`config.mk`:
```
export PLATFORM = sky130hd
export DESIGN_NAME = octal_drv_ctrl
export DESIGN_NICKNAME = d
export VERILOG_FILES = /design/src/verilog/octal_drv_pkg.sv /design/src/verilog/pin_filter.sv /design/src/verilog/octal_drv_ctrl.sv
export SDC_FILE = /design/constraint.sdc
export NUM_CORES = 1
export LEC_CHECK = 0
export ABC_AREA = 1
export BUFFER_PORTS_ARGS = -buffer_cell sky130_fd_sc_hd__buf_2
export CAP_MARGIN = 20
export CORE_MARGIN = 5
export CORE_UTILIZATION = 60
export DETAILED_ROUTE_END_ITERATION = 8
export PLACE_DENSITY = 0.91
export SLEW_MARGIN = 5
export SYNTH_ARGS = -nofsm -noshare
export SYNTH_HDL_FRONTEND = slang
export SYNTH_SLANG_ARGS = --single-unit
export TNS_END_PERCENT = 50
```
`constraint.sdc`:
```
create_clock -name core_clk_i -period 1.6 [get_ports core_clk_i]
set_input_delay 0 -clock core_clk_i [delete_from_list [all_inputs] [get_ports core_clk_i]]
set_output_delay 0 -clock core_clk_i [all_outputs]
set_load 0.02 [all_outputs]
```
`src/verilog/octal_drv_pkg.sv`:
```
// Purpose: Shared constants and types for the octal low-side driver control
// Assumes: One 20 MHz core clock; every pin sampled through three flip-flops
// Notes: Register offsets are byte addresses on the plain register port
package octal_drv_pkg;

   // Channel count and widths
   localparam int CHANNELS = 8;
   localparam int ADDR_W = 4;
   localparam int DATA_W = 8;

   // Register offsets
   localparam logic [ADDR_W-1:0] OFS_STATUS = 4'h0;
   localparam logic [ADDR_W-1:0] OFS_MASK = 4'h4;
   localparam logic [ADDR_W-1:0] OFS_DRIVE = 4'h8;
   localparam logic [ADDR_W-1:0] OFS_FAULT = 4'hc;

   // Status bit positions
   localparam int STAT_FAULT = 0;
   localparam int STAT_OVERTEMP = 1;
   localparam int STAT_LATCHED = 2;
   localparam int STAT_W = 3;

   // Values after reset
   localparam logic [CHANNELS-1:0] CHAN_RST = 8'h00;
   localparam logic [STAT_W-1:0] STAT_RST = 3'h0;
   localparam logic [STAT_W-1:0] MASK_RST = 3'h0;
   localparam logic [DATA_W-1:0] RDATA_RST = 8'h00;

   // Pin sampling depth
   localparam int SYNC_STAGES = 3;

   // Pins from outside the core clock domain, travelling together
   typedef struct packed {
      logic shift_clk;
      logic serial_in;
      logic latch_strobe;
      logic enable_n;
      logic overtemp_detect;
      logic undervolt_detect;
      logic [CHANNELS-1:0] overcurrent_detect;
   } pins_t;

   // Pins idle with the drivers disabled
   localparam pins_t PINS_RST = '{shift_clk: 1'b0, serial_in: 1'b0, latch_strobe: 1'b0,
      enable_n: 1'b1, overtemp_detect: 1'b0, undervolt_detect: 1'b0,
      overcurrent_detect: 8'h00};

endpackage

```
`src/verilog/pin_filter.sv`:
```
// Purpose: Three-stage sampler for asynchronous pins with agreement filter
// Assumes: Inputs may change at any time relative to core_clk_i
// Notes: Output moves only when the second and third stages agree
`timescale 1ns/10ps
module pin_filter import octal_drv_pkg::*; #(
   parameter int W = 1,
   parameter logic [W-1:0] RST = '0
) (
   input wire logic core_clk_i,
   input wire logic rst_i,
   input wire logic [W-1:0] async_i,
   output logic [W-1:0] clean_o
);

   logic [W-1:0] stage1;
   logic [W-1:0] stage2;
   logic [W-1:0] stage3;

   // Sampling chain; stage1 feeds stage2 only
   always_ff @(posedge core_clk_i) begin
      if (rst_i) begin
         stage1 <= RST;
         stage2 <= RST;
         stage3 <= RST;
      end else begin
         stage1 <= async_i;
         stage2 <= stage1;
         stage3 <= stage2;
      end
   end

   // Per bit, accept a level once two samples agree; filters single glitches
   always_ff @(posedge core_clk_i) begin
      if (rst_i) begin
         clean_o <= RST;
      end else begin
         for (int i = 0; i < W; i++) begin
            if (stage2[i] == stage3[i]) begin
               clean_o[i] <= stage3[i];
            end
         end
      end
   end

endmodule

```
`src/verilog/octal_drv_ctrl.sv`:
```
// Purpose: Control logic of an eight-channel low-side driver with serial load
// Assumes: core_clk_i far faster than the shift clock; pins reach it async
// Notes: Shift clock edges are found by sampling, so the pin adds latency
// Behaviour
// - Over-current on a channel latches only that output off.
// - Latched-off output obeys its bit again at next latched word.
// - Fault flag low while any channel fault latch is set.
// - Fault latches and flag hold until next strobe, cleared there.
// - Over-temperature indication forces every output off while active.
// - Shifted data leaves on the serial output for cascading.
// - After a strobe each latched bit drives its output: 1 on, 0 off.
// - Common enable gates the drivers and the load into the data buffer.
// - Serial input captured into eight-stage register on shift clock rise.
// - Strobe high passes register to buffer; strobe fall holds it.
// - Enable high holds outputs off; enable low makes the load transparent.
// - Power-on or under-voltage reset forces all outputs off.
`timescale 1ns/10ps
module octal_drv_ctrl import octal_drv_pkg::*; (
   input wire logic core_clk_i,
   input wire logic rst_i,
   input wire logic shift_clk_i,
   input wire logic serial_in_i,
   input wire logic latch_strobe_i,
   input wire logic enable_n_i,
   input wire logic overtemp_detect_i,
   input wire logic undervolt_detect_i,
   input wire logic [CHANNELS-1:0] overcurrent_detect_i,
   input wire logic [ADDR_W-1:0] reg_addr_i,
   input wire logic [DATA_W-1:0] reg_wdata_i,
   input wire logic reg_write_i,
   input wire logic reg_read_i,
   output logic [DATA_W-1:0] reg_rdata_o,
   output logic [CHANNELS-1:0] power_output_o,
   output logic serial_out_o,
   output logic fault_flag_n_o,
   output logic irq_o
);

   pins_t raw_pins;
   pins_t pins;
   logic prev_shift_clk;
   logic prev_strobe;
   logic shift_rise;
   logic strobe_fall;
   logic [CHANNELS-1:0] shift_stage;
   logic [CHANNELS-1:0] data_buffer;
   logic [CHANNELS-1:0] fault_latch;
   logic [CHANNELS-1:0] next_drive;
   logic [STAT_W-1:0] status;
   logic [STAT_W-1:0] mask;
   logic [STAT_W-1:0] status_set;
   logic status_read;
   logic prev_overtemp;
   logic prev_any_fault;
   logic force_off;

   // Gather the pins into one carrier
   always_comb begin
      raw_pins.shift_clk = shift_clk_i;
      raw_pins.serial_in = serial_in_i;
      raw_pins.latch_strobe = latch_strobe_i;
      raw_pins.enable_n = enable_n_i;
      raw_pins.overtemp_detect = overtemp_detect_i;
      raw_pins.undervolt_detect = undervolt_detect_i;
      raw_pins.overcurrent_detect = overcurrent_detect_i;
   end

   pin_filter #(
      .W($bits(pins_t)),
      .RST(PINS_RST)
   ) u_pins (
      .core_clk_i(core_clk_i),
      .rst_i(rst_i),
      .async_i(raw_pins),
      .clean_o(pins)
   );

   // Edge history of the filtered shift clock and strobe
   always_ff @(posedge core_clk_i) begin
      if (rst_i) begin
         prev_shift_clk <= 1'b0;
         prev_strobe <= 1'b0;
      end else begin
         prev_shift_clk <= pins.shift_clk;
         prev_strobe <= pins.latch_strobe;
      end
   end

   assign shift_rise = pins.shift_clk & ~prev_shift_clk;
   assign strobe_fall = ~pins.latch_strobe & prev_strobe;
   assign force_off = pins.overtemp_detect | pins.undervolt_detect;

   // Shift register; last stage is the serial output for chaining
   always_ff @(posedge core_clk_i) begin
      if (rst_i) begin
         shift_stage <= CHAN_RST;
      end else if (shift_rise) begin
         shift_stage <= {shift_stage[CHANNELS-2:0], pins.serial_in};
      end
   end

   assign serial_out_o = shift_stage[CHANNELS-1];

   // Data buffer: cleared by under-voltage, transparent while strobe high and enabled, held otherwise
   always_ff @(posedge core_clk_i) begin
      if (rst_i || pins.undervolt_detect) begin
         data_buffer <= CHAN_RST;
      end else if (pins.latch_strobe && !pins.enable_n) begin
         data_buffer <= shift_stage;
      end
   end

   // Fault latches; a fresh over-current beats the strobe clear
   always_ff @(posedge core_clk_i) begin
      if (rst_i) begin
         fault_latch <= CHAN_RST;
      end else begin
         for (int i = 0; i < CHANNELS; i++) begin
            if (pins.overcurrent_detect[i] && power_output_o[i]) begin
               fault_latch[i] <= 1'b1;
            end else if (strobe_fall) begin
               fault_latch[i] <= 1'b0;
            end
         end
      end
   end

   // Output drive; only a channel that is on can trip, others untouched
   always_comb begin
      next_drive = data_buffer & ~fault_latch;
      if (pins.enable_n || force_off) begin
         next_drive = CHAN_RST;
      end
   end

   always_ff @(posedge core_clk_i) begin
      if (rst_i) begin
         power_output_o <= CHAN_RST;
      end else begin
         power_output_o <= next_drive;
      end
   end

   // Flag is the OR of all latches, active low
   always_ff @(posedge core_clk_i) begin
      if (rst_i) begin
         fault_flag_n_o <= 1'b1;
      end else begin
         fault_flag_n_o <= ~|fault_latch;
      end
   end

   // Event history for the status register
   always_ff @(posedge core_clk_i) begin
      if (rst_i) begin
         prev_overtemp <= 1'b0;
         prev_any_fault <= 1'b0;
      end else begin
         prev_overtemp <= pins.overtemp_detect;
         prev_any_fault <= |fault_latch;
      end
   end

   always_comb begin
      status_set = STAT_RST;
      status_set[STAT_FAULT] = |fault_latch & ~prev_any_fault;
      status_set[STAT_OVERTEMP] = pins.overtemp_detect & ~prev_overtemp;
      status_set[STAT_LATCHED] = strobe_fall & ~pins.enable_n;
   end

   assign status_read = reg_read_i && (reg_addr_i == OFS_STATUS);

   // Sticky status, cleared by reading it; a same-cycle event survives
   always_ff @(posedge core_clk_i) begin
      if (rst_i) begin
         status <= STAT_RST;
      end else if (status_read) begin
         status <= status_set;
      end else begin
         status <= status | status_set;
      end
   end

   // Mask register, the only writable one
   always_ff @(posedge core_clk_i) begin
      if (rst_i) begin
         mask <= MASK_RST;
      end else if (reg_write_i && reg_addr_i == OFS_MASK) begin
         mask <= reg_wdata_i[STAT_W-1:0];
      end
   end

   // Level interrupt, one cycle behind the status bits
   always_ff @(posedge core_clk_i) begin
      if (rst_i) begin
         irq_o <= 1'b0;
      end else begin
         irq_o <= |(status & mask);
      end
   end

   // Read data stand only in the cycle after the strobe; unmapped reads zero
   always_ff @(posedge core_clk_i) begin
      if (rst_i || !reg_read_i) begin
         reg_rdata_o <= RDATA_RST;
      end else if (reg_addr_i == OFS_STATUS) begin
         reg_rdata_o <= {{(DATA_W-STAT_W){1'b0}}, status};
      end else if (reg_addr_i == OFS_MASK) begin
         reg_rdata_o <= {{(DATA_W-STAT_W){1'b0}}, mask};
      end else if (reg_addr_i == OFS_DRIVE) begin
         reg_rdata_o <= power_output_o;
      end else if (reg_addr_i == OFS_FAULT) begin
         reg_rdata_o <= fault_latch;
      end else begin
         reg_rdata_o <= RDATA_RST;
      end
   end
endmodule

```
==> impl_metrics.sql <==
INSERT INTO impl_metrics (metric_group, metric, value, unit) VALUES
('global_routing', 'globalRoute.totalOverflow', '0', ''),
('outcome', 'outcome', 'completed', ''),
('timing', 'hold_violations', '0', ''),
('route', 'vias_per_cell', '4.974', ''),
('setup_path', 'slowest_stage', 'sky130_fd_sc_hd__dlygate4sd3_1', ''),
('route', 'first_pass_iters', '4', ''),
('min_path', 'worst_hold_path_type', 'input port to flop', ''),
('route', 'drt-initial-drc-count', '213', ''),
('layout', 'num-nets-final', '528', ''),
('synthesis', 'synth_nets', '458', ''),
('timing', 'clock_skew', '6.244', 'ps'),
('timing', 'final_period_minus_worst_setup_slack', '1297', 'ps'),
('min_path', 'hold_path_startpoint', 'reg_write_i', ''),
('setup_path', 'path_buf_inv', '4', ''),
('setup_path', 'setup.worst_path.start', 'rst_i', ''),
('layout', 'multi_input_comb_area', '1136', 'um^2'),
('layout', 'antennaDiodeCount', '0', ''),
('global_routing', 'grt_first_pass_wirelength', '11990', 'um'),
('timing', 'worst_setup_margin', '303.4', 'ps'),
('setup_path', 'worstPathArrival', '1580', 'ps'),
('setup_path', 'setup.worst_path.class', 'input port to flop', ''),
('timing', 'period_share', '81.04', '%'),
('place', 'pre_cts_slack', '515.0', 'ps'),
('timing', 'maxClockFrequency', '0.7713', 'GHz'),
('layout', 'layout_cells_sized_above_1', '16.33', '%'),
('clock_network', 'clk_path_buf_depth', '2', ''),
('clock_network', 'cts_inserted_buffers', '9', ''),
('timing', 'remaining_max_slew_budget_at_the_tightest_pin', '74.52', '%'),
('synthesis', 'synth_seq_cells', '108', ''),
('synthesis', 'synth_mux_area_share', '0', '%'),
('setup_path', 'critical_path.most_common_cell', 'sky130_fd_sc_hd__nand2_1', ''),
('layout', 'final_common_cell', 'sky130_fd_sc_hd__dfxtp_1', ''),
('synthesis', 'synth-simple-area-share', '21.63', '%'),
('pwr', 'vdd.ir_drop.worst', '0.0009973', 'V'),
('setup_path', 'path_cells', 'dlygate4sd3_1 -> buf_2 -> inv_2 -> nand2_1 -> inv_1 -> nand2_1 -> a21oi_1', ''),
('layout', 'seq_area', '2162', 'um^2'),
('place', 'dp.cells', '540', ''),
('timing', 'hold_slack', '15.07', 'ps'),
('clock_network', 'clk_pin_slew_worst_paths', '90', 'ps'),
('route', 'via_count', '2870', ''),
('route', 'drt-wirelength-per-cell', '12.42', 'um'),
('setup_path', 'stage_delay_of_the_slowest_cell_on_the_critical_path', '540', 'ps'),
('route', 'ant_nets', '0', ''),
('synthesis', 'synthesis_warnings', '0', ''),
('setup_path', 'rr_worst_depth', '5', ''),
('synthesis', 'seq_area_frac_synth', '59.71', '%'),
('timing', 'slew_worst_pin', '381.2', 'ps'),
('floorplan', 'die-height', '87.69', 'um'),
('route', 'wl', '7169', 'um'),
('route', 'remaining_drc_errors', '0', ''),
('synthesis', 'main_combinational_cell_family_by_area_after_synthesis', 'simple AND/OR/NAND/NOR gates', ''),
('floorplan', 'num_rows', '28', ''),
('synthesis', 'mappedNetlistArea', '3621', 'um^2'),
('global_routing', 'grt_antenna_before_repair', '0', ''),
('place', 'detailed_place.area', '3896', 'um^2'),
('timing', 'unrepaired_setup_endpoints_after_global_routing', 'false', ''),
('setup_path', 'regToRegStartpoint', 'u_pins.clean_o[13]', ''),
('synthesis', 'synth_xor_xnor_area_share', '0', '%'),
('clock_network', 'cts_tree', 'built', ''),
('floorplan', 'die_area', '7689', 'um^2'),
('clock_network', 'cts.htree.levels', '3', ''),
('clock_network', 'numClockSinks', '108', ''),
('place', 'detailedPlacementHpwl', '4771', 'um'),
('place', 'place.gp.congestion', '0.8242', ''),
('synthesis', 'synth_compound_area_share', '9.744', '%'),
('timing', 'report.final.slew_viol_count', '0', ''),
('layout', 'final-instance-count-excl-fill', '577', ''),
('setup_path', 'critPathTopFamily', 'buffers and inverters', ''),
('setup_path', 'critical_path_peak_fanout', '16', ''),
('layout', 'nFillCells', '416', ''),
('global_routing', 'grt_max_degree', '25', '');
worst register-to-register path: stages, from the launching register on:
cell and delay, ps:
sky130_fd_sc_hd__dfxtp_1 360, sky130_fd_sc_hd__inv_2 50, sky130_fd_sc_hd__nor2_2 290, sky130_fd_sc_hd__inv_2 130, sky130_fd_sc_hd__o21ai_1 130, sky130_fd_sc_hd__a21oi_1 50
area by class of cell:
cell class              count  area share, %
clock buffers              11          3.264
clock inverters             4          1.704
inverters                  71          6.153
multi-input cells         240          26.23
flip-flops and latches    108          49.91
well taps                  75          2.166
repair buffers             68          10.57
final timing paths:
kind | endpoint | slack [ps]
worst min-delay path | mask[1] | 20
worst min register to register | u_pins.stage2[12] | 410
worst max register to register | shift_stage[6] | 480
worst max-delay path | reg_rdata_o[6] | 300
state kept, by name, summed over array words and instances, names as in the netlist:
register and count:
prev_overtemp 1, data_buffer 8, u_pins.stage1 14, power_output_o 8, mask 3, irq_o 1, shift_stage 8, prev_shift_clk 1
reg_rdata_o 8, prev_strobe 1, u_pins.stage2 14, fault_flag_n_o 1, u_pins.stage3 14, u_pins.clean_o 14, fault_latch 8, prev_any_fault 1
status 3
logic make-up (layout without fill, tap and decap cells):
| kind of cell | Yosys count | count (layout) |
|---|---|---|
| buffers and inverters | 80 | 154 |
| AOI/OAI and AO/OA | 69 | 69 |
| DFF | 108 | 108 |
| and+or+nand+nor | 171 | 171 |
report_power, final:
part / leakage [uW] / switching (uW) / internal, uW
Clock: 0.000109 / 832 / 917
Combinational: 0.000904 / 118 / 93.7
Sequential: 0.000877 / 19.6 / 2730
metrics by stage:
step           util (%)  power (uW)
5_1_grt           73.60        4897
3_3_place_gp      66.20        2976
4_1_cts           73.60        4734
6_report          73.60        4712
2_1_floorplan         -        2925
3_5_place_dp      66.20        2986
cell usage after synthesis, drive strengths merged:
| library cell | n | area (um^2) |
|---|---|---|
| or2 | 3 | 18.77 |
| o21ai | 28 | 140.1 |
| buf | 9 | 56.30 |
| dfxtp | 108 | 2162 |
| nor3b | 1 | 12.51 |
| nand4 | 1 | 6.260 |
| o21a | 1 | 7.510 |
| nand2 | 52 | 212.7 |
| nand3 | 15 | 85.08 |
| o211ai | 1 | 7.510 |
| a21oi | 38 | 190.2 |
| nor3 | 8 | 51.30 |
| nor2 | 91 | 396.6 |
| inv | 71 | 266.5 |
| a211oi | 1 | 7.510 |
what timing repair did:
action | CTS | global route
setup buffers | 0 | 0
hold endpoints to repair | 24 | 0
hold buffers | 22 | 0
per-layer routing:
layer / GRT usage, % / vias up / routed length, um
met2: 36.99 / 105 / 3643
met4: 5.997 / 0 / 119
li1: - / 1462 / -
met1: 22.40 / 1290 / 2928
met5: 0 / - / 0
met3: 6.209 / 13 / 477
Power figures use the tool's default switching activity.
